### config.mk
export PLATFORM = sky130hd
export DESIGN_NAME = smbus_clock_buffer_config_regs
export DESIGN_NICKNAME = d
export VERILOG_FILES = /design/src/hw/smbus_clock_buffer_pkg.sv /design/src/hw/smbus_clock_buffer_config_regs.sv
export SDC_FILE = /design/constraint.sdc
export NUM_CORES = 1
export LEC_CHECK = 0
export ABC_CLOCK_PERIOD_IN_PS = 2900
export BUFFER_PORTS_ARGS = -buffer_cell sky130_fd_sc_hd__buf_4
export CAP_MARGIN = 10
export CELL_PAD_IN_SITES_DETAIL_PLACEMENT = 0
export CELL_PAD_IN_SITES_GLOBAL_PLACEMENT = 2
export CORE_MARGIN = 1
export CORE_UTILIZATION = 40
export CTS_CLUSTER_DIAMETER = 30
export DETAILED_ROUTE_END_ITERATION = 12
export GPL_TIMING_DRIVEN = 0
export HOLD_SLACK_MARGIN = 0.06
export PLACE_DENSITY = 0.89
export SYNTH_ARGS = -nofsm -noshare
export SYNTH_HDL_FRONTEND = slang
export SYNTH_SLANG_ARGS = --single-unit
### constraint.sdc
create_clock -name mclk -period 2.9 [get_ports mclk]
set_input_delay 0.435 -clock mclk [delete_from_list [all_inputs] [get_ports mclk]]
set_output_delay 0.435 -clock mclk [all_outputs]
set_load 0.05 [all_outputs]
### src/hw/smbus_clock_buffer_pkg.sv
package smbus_clock_buffer_pkg;
  // ************************************************************
  // register map
  // ************************************************************
  localparam logic [7:0] REG_OE     = 8'h00;
  localparam logic [7:0] REG_PLL    = 8'h01;
  localparam logic [7:0] REG_SLEW   = 8'h02;
  localparam logic [7:0] REG_FREQ   = 8'h03;
  localparam logic [7:0] REG_RSVD   = 8'h04;
  localparam logic [7:0] REG_REVVEN = 8'h05;
  localparam logic [7:0] REG_TYPEID = 8'h06;
  localparam logic [7:0] REG_LEN    = 8'h07;
  localparam logic [6:0] TARGET_ADDR = 7'h6d;
  // ************************************************************
  // reset values and fixed masks (writable bits, read-back fill)
  // ************************************************************
  localparam logic [7:0] OE_RESET    = 8'hff;
  localparam logic [7:0] OE_WMASK    = 8'h28;
  localparam logic [7:0] PLL_RESET   = 8'h06;
  localparam logic [7:0] PLL_WMASK   = 8'h3b;
  localparam logic [7:0] SLEW_RESET  = 8'hff;
  localparam logic [7:0] SLEW_WMASK  = 8'h28;
  localparam logic [7:0] FREQ_RESET  = 8'h07;
  localparam logic [7:0] FREQ_WMASK  = 8'h39;
  localparam logic [7:0] RSVD_VALUE  = 8'hff;
  localparam logic [7:0] LEN_RESET   = 8'h08;
  localparam logic [7:0] LEN_WMASK   = 8'h1f;
  localparam int OE1_BIT = 5;
  localparam int OE0_BIT = 3;
  localparam int SWSEL_BIT = 5;
  localparam int FSEL_EN_BIT = 5;
  localparam int FB_SLEW_BIT = 0;
  // ************************************************************
  // decoded modes
  // ************************************************************
  typedef enum logic [1:0] {
    PLL_LOW_BW  = 2'b00,
    PLL_BYPASS  = 2'b01,
    PLL_RSVD    = 2'b10,
    PLL_HIGH_BW = 2'b11
  } pll_mode_t;
  typedef struct packed {
    logic      output1Enable;
    logic      output0Enable;
    pll_mode_t pllMode;
    logic [1:0] amplitude;
    logic      output1Slew;
    logic      output0Slew;
    logic      feedbackSlew;
    logic      freqSelectValid;
    logic [1:0] freqCode;
  } clock_cfg_t;
endpackage

### src/hw/smbus_clock_buffer_config_regs.sv
`timescale 1ns/1ps
`default_nettype none
module smbus_clock_buffer_config_regs
  import smbus_clock_buffer_pkg::*;
#(
  parameter logic [3:0] REVISION_CODE = 4'h3,  // arbitrary value
  parameter logic [3:0] VENDOR_CODE   = 4'h5,  // arbitrary value
  parameter logic [1:0] PART_TYPE     = 2'h2,  // arbitrary value
  parameter logic [5:0] PART_ID       = 6'h2a  // arbitrary value
) (
  // clock and reset
  input  wire logic       mclk,
  input  wire logic       sys_rst,
  // smbus pins
  input  wire logic       smbClk,
  input  wire logic       smbDataIn,
  output logic            smbDataOut,
  output logic            smbDataOe,
  // strap
  input  wire logic [1:0] bandwidthModePin,
  // decoded configuration
  output clock_cfg_t      clockCfg
);
  // ************************************************************
  // pin synchronisers and edge detection
  // ************************************************************
  logic [1:0] sclSync;
  logic [1:0] sdaSync;
  logic       sclPrev;
  logic       sdaPrev;
  always_ff @(posedge mclk or posedge sys_rst) begin
    if (sys_rst) begin
      sclSync <= 2'b11;
      sdaSync <= 2'b11;
      sclPrev <= 1'b1;
      sdaPrev <= 1'b1;
    end else begin
      sclSync <= {sclSync[0], smbClk};
      sdaSync <= {sdaSync[0], smbDataIn};
      sclPrev <= sclSync[1];
      sdaPrev <= sdaSync[1];
    end
  end
  wire scl      = sclSync[1];
  wire sda      = sdaSync[1];
  wire sclRise  = scl & ~sclPrev;
  wire sclFall  = ~scl & sclPrev;
  wire startSeen = scl & sclPrev & sdaPrev & ~sda;
  wire stopSeen  = scl & sclPrev & ~sdaPrev & sda;

  // ************************************************************
  // registers
  // ************************************************************
  logic [7:0] oeReg;
  logic [7:0] pllReg;
  logic [7:0] slewReg;
  logic [7:0] freqReg;
  logic [7:0] lenReg;
  logic [1:0] latchedMode;
  logic       strapTaken;

  // ************************************************************
  // transaction state
  // ************************************************************
  typedef enum logic [2:0] {
    ST_IDLE  = 3'b000,
    ST_ADDR  = 3'b001,
    ST_INDEX = 3'b010,
    ST_COUNT = 3'b011,
    ST_WDATA = 3'b100,
    ST_RDATA = 3'b101,
    ST_IGNORE = 3'b110
  } phase_t;
  phase_t     phase;
  logic [3:0] bitCnt;
  logic [7:0] shiftIn;
  logic [7:0] shiftOut;
  logic [7:0] index;
  logic [7:0] remain;
  logic       ackSlot;
  logic       driveLow;
  logic       readDir;
  logic       hostNack;
  logic       firstRead;

  wire [7:0] byteIn = {shiftIn[6:0], sda};
  wire       byteDone = sclRise & (bitCnt == 4'd7) & ~ackSlot;
  wire       ackEnd   = sclFall & ackSlot;
  wire       addrHit  = (byteIn[7:1] == TARGET_ADDR);

  // read mux, reserved bits fixed by masks
  logic [7:0] readData;
  logic [7:0] next_rd;
  always_comb begin
    unique case (index)
      REG_OE:     readData = oeReg;
      REG_PLL:    readData = {latchedMode, pllReg[5:0]};
      REG_SLEW:   readData = slewReg;
      REG_FREQ:   readData = freqReg;
      REG_RSVD:   readData = RSVD_VALUE;
      REG_REVVEN: readData = {REVISION_CODE, VENDOR_CODE};
      REG_TYPEID: readData = {PART_TYPE, PART_ID};
      REG_LEN:    readData = lenReg;
      default:    readData = RSVD_VALUE;
    endcase
  end

  // write merge keeps reserved bits at default
  function automatic logic [7:0] merge(input logic [7:0] old,
                                       input logic [7:0] data,
                                       input logic [7:0] mask);
    merge = (old & ~mask) | (data & mask);
  endfunction
  wire wrStrobe = byteDone & (phase == ST_WDATA) & (remain != 8'h00);

  always_ff @(posedge mclk or posedge sys_rst) begin
    if (sys_rst) begin
      oeReg   <= OE_RESET;
      pllReg  <= PLL_RESET;
      slewReg <= SLEW_RESET;
      freqReg <= FREQ_RESET;
      lenReg  <= LEN_RESET;
    end else if (wrStrobe) begin
      unique case (index)
        REG_OE:   oeReg   <= merge(oeReg, byteIn, OE_WMASK);
        REG_PLL:  pllReg  <= merge(pllReg, byteIn, PLL_WMASK);
        REG_SLEW: slewReg <= merge(slewReg, byteIn, SLEW_WMASK);
        REG_FREQ: freqReg <= merge(freqReg, byteIn, FREQ_WMASK);
        REG_LEN:  lenReg  <= merge(lenReg, byteIn, LEN_WMASK);
        default:  ;
      endcase
    end
  end

  // strap passes two flops, then is taken once; later pin moves are ignored
  logic [1:0] modeMeta;
  logic [1:0] modeSync;
  logic [1:0] strapWait;
  always_ff @(posedge mclk or posedge sys_rst) begin
    if (sys_rst) begin
      modeMeta    <= 2'h0;
      modeSync    <= 2'h0;
      strapWait   <= 2'h0;
      latchedMode <= 2'h0;
      strapTaken  <= 1'b0;
    end else begin
      modeMeta <= bandwidthModePin;
      modeSync <= modeMeta;
      if (!strapTaken && strapWait == 2'h2) begin
        latchedMode <= modeSync;
        strapTaken  <= 1'b1;
      end else if (!strapTaken) begin
        strapWait <= strapWait + 2'h1;
      end
    end
  end

  // ************************************************************
  // protocol engine
  // ************************************************************
  always_ff @(posedge mclk or posedge sys_rst) begin
    if (sys_rst) begin
      phase     <= ST_IDLE;
      bitCnt    <= 4'd0;
      shiftIn   <= 8'h00;
      shiftOut  <= 8'hff;
      index     <= 8'h00;
      remain    <= 8'h00;
      ackSlot   <= 1'b0;
      driveLow  <= 1'b0;
      readDir   <= 1'b0;
      hostNack  <= 1'b0;
      firstRead <= 1'b0;
    end else if (stopSeen) begin
      phase    <= ST_IDLE;
      driveLow <= 1'b0;
      ackSlot  <= 1'b0;
    end else if (startSeen) begin
      phase    <= ST_ADDR;
      bitCnt   <= 4'd0;
      ackSlot  <= 1'b0;
      driveLow <= 1'b0;
    end else if (phase != ST_IDLE && phase != ST_IGNORE) begin
      if (sclRise && !ackSlot) begin
        shiftIn <= byteIn;
        bitCnt  <= bitCnt + 4'd1;
      end
      if (sclRise && ackSlot && readDir) begin
        hostNack <= sda;
      end
      if (byteDone) begin
        ackSlot <= 1'b1;
        bitCnt  <= 4'd0;
        unique case (phase)
          ST_ADDR: begin
            if (addrHit) begin
              readDir   <= byteIn[0];
              firstRead <= byteIn[0];
            end else begin
              phase <= ST_IGNORE;
            end
          end
          ST_INDEX: index <= byteIn;
          ST_COUNT: remain <= byteIn;
          ST_WDATA: begin
            if (remain != 8'h00) begin
              remain <= remain - 8'h01;
              index  <= index + 8'h01;
            end
          end
          default: ;
        endcase
      end
      // device drives ack after each received byte, except an address byte that does not match
      if (sclFall && bitCnt == 4'd0 && ackSlot && !driveLow
          && phase != ST_RDATA && !readDir) begin
        driveLow <= 1'b1;
      end else if (sclFall && ackSlot && phase == ST_ADDR && readDir
                   && !driveLow) begin
        driveLow <= 1'b1;
      end else if (ackEnd && driveLow) begin
        driveLow <= 1'b0;
        ackSlot  <= 1'b0;
        unique case (phase)
          ST_ADDR: begin
            if (readDir) begin
              phase    <= ST_RDATA;
              shiftOut <= {3'b000, lenReg[4:0]};
            end else begin
              phase <= ST_INDEX;
            end
          end
          ST_INDEX: phase <= ST_COUNT;
          ST_COUNT: phase <= ST_WDATA;
          default:  ;
        endcase
      end
      // transmit side of a read
      if (phase == ST_RDATA) begin
        if (sclFall && !ackSlot && bitCnt != 4'd0) begin
          shiftOut <= {shiftOut[6:0], 1'b1};
        end
        // last data bit is held through scl high; letting go of it
        // early would look like a stop to the host
        if (sclFall && ackSlot && bitCnt != 4'd8) begin
          shiftOut <= 8'hff;
        end
        // bitCnt 8 marks that the host's acknowledge bit was sampled
        if (sclRise && ackSlot) begin
          bitCnt <= 4'd8;
        end
        if (sclFall && ackSlot && bitCnt == 4'd8) begin
          ackSlot <= 1'b0;
          bitCnt  <= 4'd0;
          if (hostNack) begin
            phase <= ST_IGNORE;
          end else if (firstRead) begin
            firstRead <= 1'b0;
            shiftOut  <= readData;
          end else begin
            index    <= index + 8'h01;
            shiftOut <= (index + 8'h01 <= REG_LEN) ? next_rd : RSVD_VALUE;
          end
        end
      end
    end
  end

  // next byte of a read, looked up one index ahead
  always_comb begin
    unique case (index + 8'h01)
      REG_PLL:    next_rd = {latchedMode, pllReg[5:0]};
      REG_SLEW:   next_rd = slewReg;
      REG_FREQ:   next_rd = freqReg;
      REG_RSVD:   next_rd = RSVD_VALUE;
      REG_REVVEN: next_rd = {REVISION_CODE, VENDOR_CODE};
      REG_TYPEID: next_rd = {PART_TYPE, PART_ID};
      REG_LEN:    next_rd = lenReg;
      default:    next_rd = oeReg;
    endcase
  end

  // ************************************************************
  // pin drive and decoded outputs
  // ************************************************************
  // shiftOut is all ones through the host's acknowledge slot
  wire txBit = (phase == ST_RDATA) & ~shiftOut[7];
  assign smbDataOut = 1'b0;
  assign smbDataOe  = driveLow | txBit;

  // pll mode 10 has no defined meaning and decodes as reserved
  wire [1:0] modeSel = pllReg[SWSEL_BIT] ? pllReg[4:3] : latchedMode;
  wire       fselOk  = freqReg[FSEL_EN_BIT] & (freqReg[4:3] != 2'b11);

  always_ff @(posedge mclk or posedge sys_rst) begin
    if (sys_rst) begin
      clockCfg <= '{1'b1, 1'b1, PLL_LOW_BW, 2'b10, 1'b1, 1'b1, 1'b1,
                    1'b0, 2'b00};
    end else begin
      clockCfg.output1Enable   <= oeReg[OE1_BIT];
      clockCfg.output0Enable   <= oeReg[OE0_BIT];
      clockCfg.pllMode         <= pll_mode_t'(modeSel);
      clockCfg.amplitude       <= pllReg[1:0];
      clockCfg.output1Slew     <= slewReg[5];
      clockCfg.output0Slew     <= slewReg[3];
      clockCfg.feedbackSlew    <= freqReg[FB_SLEW_BIT];
      clockCfg.freqSelectValid <= fselOk;
      clockCfg.freqCode        <= fselOk ? freqReg[4:3] : 2'b00;
    end
  end
endmodule
`default_nettype wire

==> results.rst <==
.. list-table::
   :header-rows: 1

   * - Metric
     - Value
   * - Outcome
     - complete, no violations
   * - Max Clk Rate
     - 357 MHz
   * - Pin count of the biggest net entering global routing
     - 49
   * - Maxcap violations
     - 0
   * - Post-route DRC
     - 0
   * - Die outline height
     - 115 um
   * - Reg area
     - 0.00224 mm2
   * - Number of warnings reported in the yosys synthesis log
     - 0
   * - Arrival time reported for the critical path endpoint
     - 3.07 ns
   * - Final cycle utilization of the critical path
     - 96.7%
   * - Max Slew Vio Count
     - 0
   * - Number of I/O pins
     - 20
   * - GP Congestion
     - 0.887
   * - CTS tree
     - done
   * - Largest voltage drop on the vdd net
     - 366 uV
   * - Core ar.
     - 0.0122 mm2
   * - First drt pass iteration count
     - 5
   * - Initial core utilization
     - 41.6%
   * - Max-Slew Margin vs Limit
     - 47.1%
   * - Post-Syn Area per Cell
     - 9.24 um2
   * - Number of H-tree levels
     - 3
   * - Capture point of the critical path
     - shiftOut[6]
   * - Setup slack after placement
     - -0.00440 ns
   * - Highest-delay cell along the critical path
     - dfrtp_1
   * - Xor/xnor share of the synthesized area
     - 1.55%
   * - End of the worst register-to-register path
     - shiftOut[6]
   * - Post-Syn Nets
     - 565
   * - Predominant post-synthesis flop cell
     - dfrtp_1
   * - Launch point of the worst reg-to-reg path
     - index[0]
   * - Yosys top cell by area
     - dfrtp_1
   * - Required time of the critical path
     - 3.17 ns
   * - Total negative slack for setup checks
     - 0 ns
   * - Relative area change from synthesis to final layout
     - 13.7%
   * - Cell family with most CP delay
     - compound AO/OA/AOI/OAI gates
   * - Insertion delay to the later sink of the worst-skew pair
     - 0.34 ns
   * - Setup violators final
     - 0
   * - Minimum setup slack in the final design
     - 0.0966 ns
   * - Die span in x
     - 115 um
   * - Vias in the first global route
     - 4220
   * - Setup repair after global routing missed its margin
     - true
   * - Critical path buffer and inverter count
     - 2
   * - Crit-path cells
     - inv_1 -> ha_1 -> clkbuf_1 -> or3_1 -> o2111ai_1 -> nor2_1 -> o311ai_0 -> nand3_1 -> o21ai_0
   * - Vias after detailed routing
     - 4482
   * - Wire length per cell
     - 19.0 um
   * - Tmin final
     - 2.80 ns
   * - Multi-input gate area in the final layout
     - 0.00265 mm2
   * - Synthesized flop and latch total
     - 88
   * - Count of input and output buffers
     - 18
   * - Worst-Margin Slew
     - 0.794 ns
   * - Share of post-route cells with drive strength above 1
     - 19.3%
   * - Kind of start point of the critical path
     - flop
   * - Total Die Area
     - 0.0131 mm2
   * - Largest clock skew in the final design
     - 0.00909 ns
   * - Leakage power figure
     - 2.36 nW
   * - Portion of netlist area occupied by mux cells
     - 7.27%
   * - Netlist cell types
     - 67
   * - Site row count
     - 40
   * - Number of instances in the synthesized netlist
     - 549
   * - Antenna-violating nets left
     - 0
   * - Avg Vias per Cell
     - 5.96
   * - Number of sinks handled by clock tree synthesis
     - 88
   * - Total global routing track utilization
     - 23.1%
   * - Final number of hold-violating endpoints
     - 0
   * - Starting DRT DRC Count
     - 406
   * - Root cell of the clock tree
     - clkbuf_16
   * - Number of antenna violations at the first check in global routing
     - 0
   * - Number of buffers created by CTS
     - 9
   * - Count of flip-flops with a built-in enable after synthesis
     - 0
   * - Fraction of post-synthesis cell area in the top cell type by area
     - 30.1%
   * - Proportion of register bits with asynchronous set or reset after synthesis
     - 100%
   * - Most used standard cell by instance count after synthesis
     - nand2_1
   * - Half-perimeter wire length after detailed placement
     - 10200 um
   * - Diodes inserted
     - 0
   * - Total stage count of the critical path
     - 9
   * - Share of the yosys chip area belonging to registers
     - 44.1%
   * - Total congestion overflow after global routing
     - 0
   * - Number of nets in the layout
     - 595
   * - Worst-case clock buffer depth
     - 2
   * - Highest net fanout along the worst path
     - 10
   * - Slowest cell delay on critical path
     - 0.53 ns
   * - Top cell types by occurrence after synthesis
     - nand2_1, dfrtp_1, o21ai_0
   * - Post-synthesis adder-cell area fraction
     - 2.47%
   * - Reg2Reg Setup Slack
     - 0.1 ns
   * - Nature of the critical path endpoint
     - flop
   * - Main combinational cell family by area after synthesis
     - simple AND/OR/NAND/NOR gates
   * - P per Cell Area
     - 434 mW/mm2
   * - Fill cell count
     - 1202
   * - Hold WC Path Type
     - input port to async pin
   * - Hold-fix buffers, CTS
     - 0
   * - Fraction of the mapped netlist area in compound gates
     - 19.4%
   * - Area of the mapped netlist
     - 0.00507 mm2
   * - Setup repair bufs after CTS
     - 0
   * - Wire length of the first global-routing pass
     - 23000 um
   * - Synthesized-area fraction occupied by and/or/nand/nor cells
     - 21.3%
   * - Reg clk slew, reported paths
     - 0.07 ns
   * - Top post-synthesis cells by area
     - dfrtp_1, dfstp_2, mux2_2
   * - CP startpoint
     - index[0]
   * - Total length of routed wires
     - 14300 um
   * - Worst reg-to-reg path cell count
     - 9
   * - Critical path class
     - flop to flop
flip-flops by register name, indices dropped and copies added, names as in the netlist, 3 cells and up:
register  flops
pllReg        5
clockCfg     12
remain        8
shiftOut      8
bitCnt        4
phase         3
lenReg        5
shiftIn       7
freqReg       4
index         8
worst reg2reg max path: stages (launching register included):
cell       delay (ns)
dfrtp_1          0.53
inv_1            0.13
ha_1             0.21
clkbuf_1         0.22
or3_1            0.39
o2111ai_1        0.49
nor2_1           0.20
o311ai_0         0.23
nand3_1          0.15
o21ai_0          0.18
cell usage in the layout (no fill, tap or decap), types with 8 or more instances in the layout:
cell	Yosys	routed
dfrtp_1	61	61
inv_1	17	16
o211ai_1	9	9
nor4_1	9	8
o21ai_0	39	39
nor2_1	35	35
ha_1	10	10
a21oi_1	34	34
clkbuf_1	22	22
mux2_2	30	30
clkbuf_16	0	9
nand2_1	64	64
nor3_1	16	16
nand3_1	20	20
buf_4	1	19
dfstp_2	27	27
and3_1	8	8
metrics by stage:
step / power [mW] / utilization [%] / area, um2 / hold WS (ns) / std cells
after floorplan: 1.31 / - / 5070 / 0.331 / 549
after global placement: 1.34 / 44.4 / 5420 / 0.334 / 735
after detailed placement: 1.34 / 44.6 / 5450 / 0.337 / 736
after CTS: 2.54 / 47.1 / 5760 / 0.159 / 752
after global routing: 2.59 / 47.2 / 5770 / 0.184 / 752
final: 2.50 / 47.2 / 5770 / 0.138 / 752
per-layer routing:
layer / vias to the layer above / wire length [um] / global-route usage, %
met5: - / 0 / 0
met4: 0 / 289 / 9.18
met3: 27 / 907 / 3.81
met2: 174 / 6370 / 34.6
met1: 2192 / 6700 / 33.3
li1: 2089 / - / -
kinds of logic after synthesis:
| kind of cell | Yosys count |
|---|---|
| AO/OA/AOI/OAI | 149 |
| XOR/XNOR | 9 |
| adder cells (fa/ha/maj) | 10 |
| buffers and inverters | 50 |
| flip-flops | 88 |
| multiplexers | 33 |
| other | 1 |
| AND/OR/NAND/NOR | 209 |
cell type report:
class / count / area share, %
clock buffer: 10 / 4.14
buffer: 33 / 2.34
multi-input combinational: 411 / 46.0
clock inverter: 6 / 1.15
tap: 168 / 3.64
sequential: 88 / 38.8
timing repair buffer: 19 / 2.82
inverter: 17 / 1.15
where the power goes:
group          switching (mW)  internal, mW
Sequential            0.00983          1.24
Clock                   0.489         0.695
Combinational          0.0474        0.0199
Total                   0.546          1.96
timing repair:
action                     CTS  global route
resized for setup            1             3
hold endpoints to repair     0             0
setup endpoints to repair    1             8
pin swaps                    0             0
worst min path at each step:
| stage | from | depth (start not counted) | slack, ns | end |
|---|---|---|---|---|
| 6_report | sys_rst | 2 | 0.14 | clockCfg[6] |
| 5_1_grt | sys_rst | 2 | 0.18 | clockCfg[6] |
| 4_1_cts | sys_rst | 2 | 0.16 | index[2] |
| 3_5_place_dp | modeMeta[0] | 0 | 0.34 | modeSync[0] |
| 3_3_place_gp | modeMeta[1] | 0 | 0.33 | modeSync[1] |
| 2_1_floorplan | modeMeta[0] | 0 | 0.33 | modeSync[0] |
Note: power is estimated with default switching activity, not from simulation.
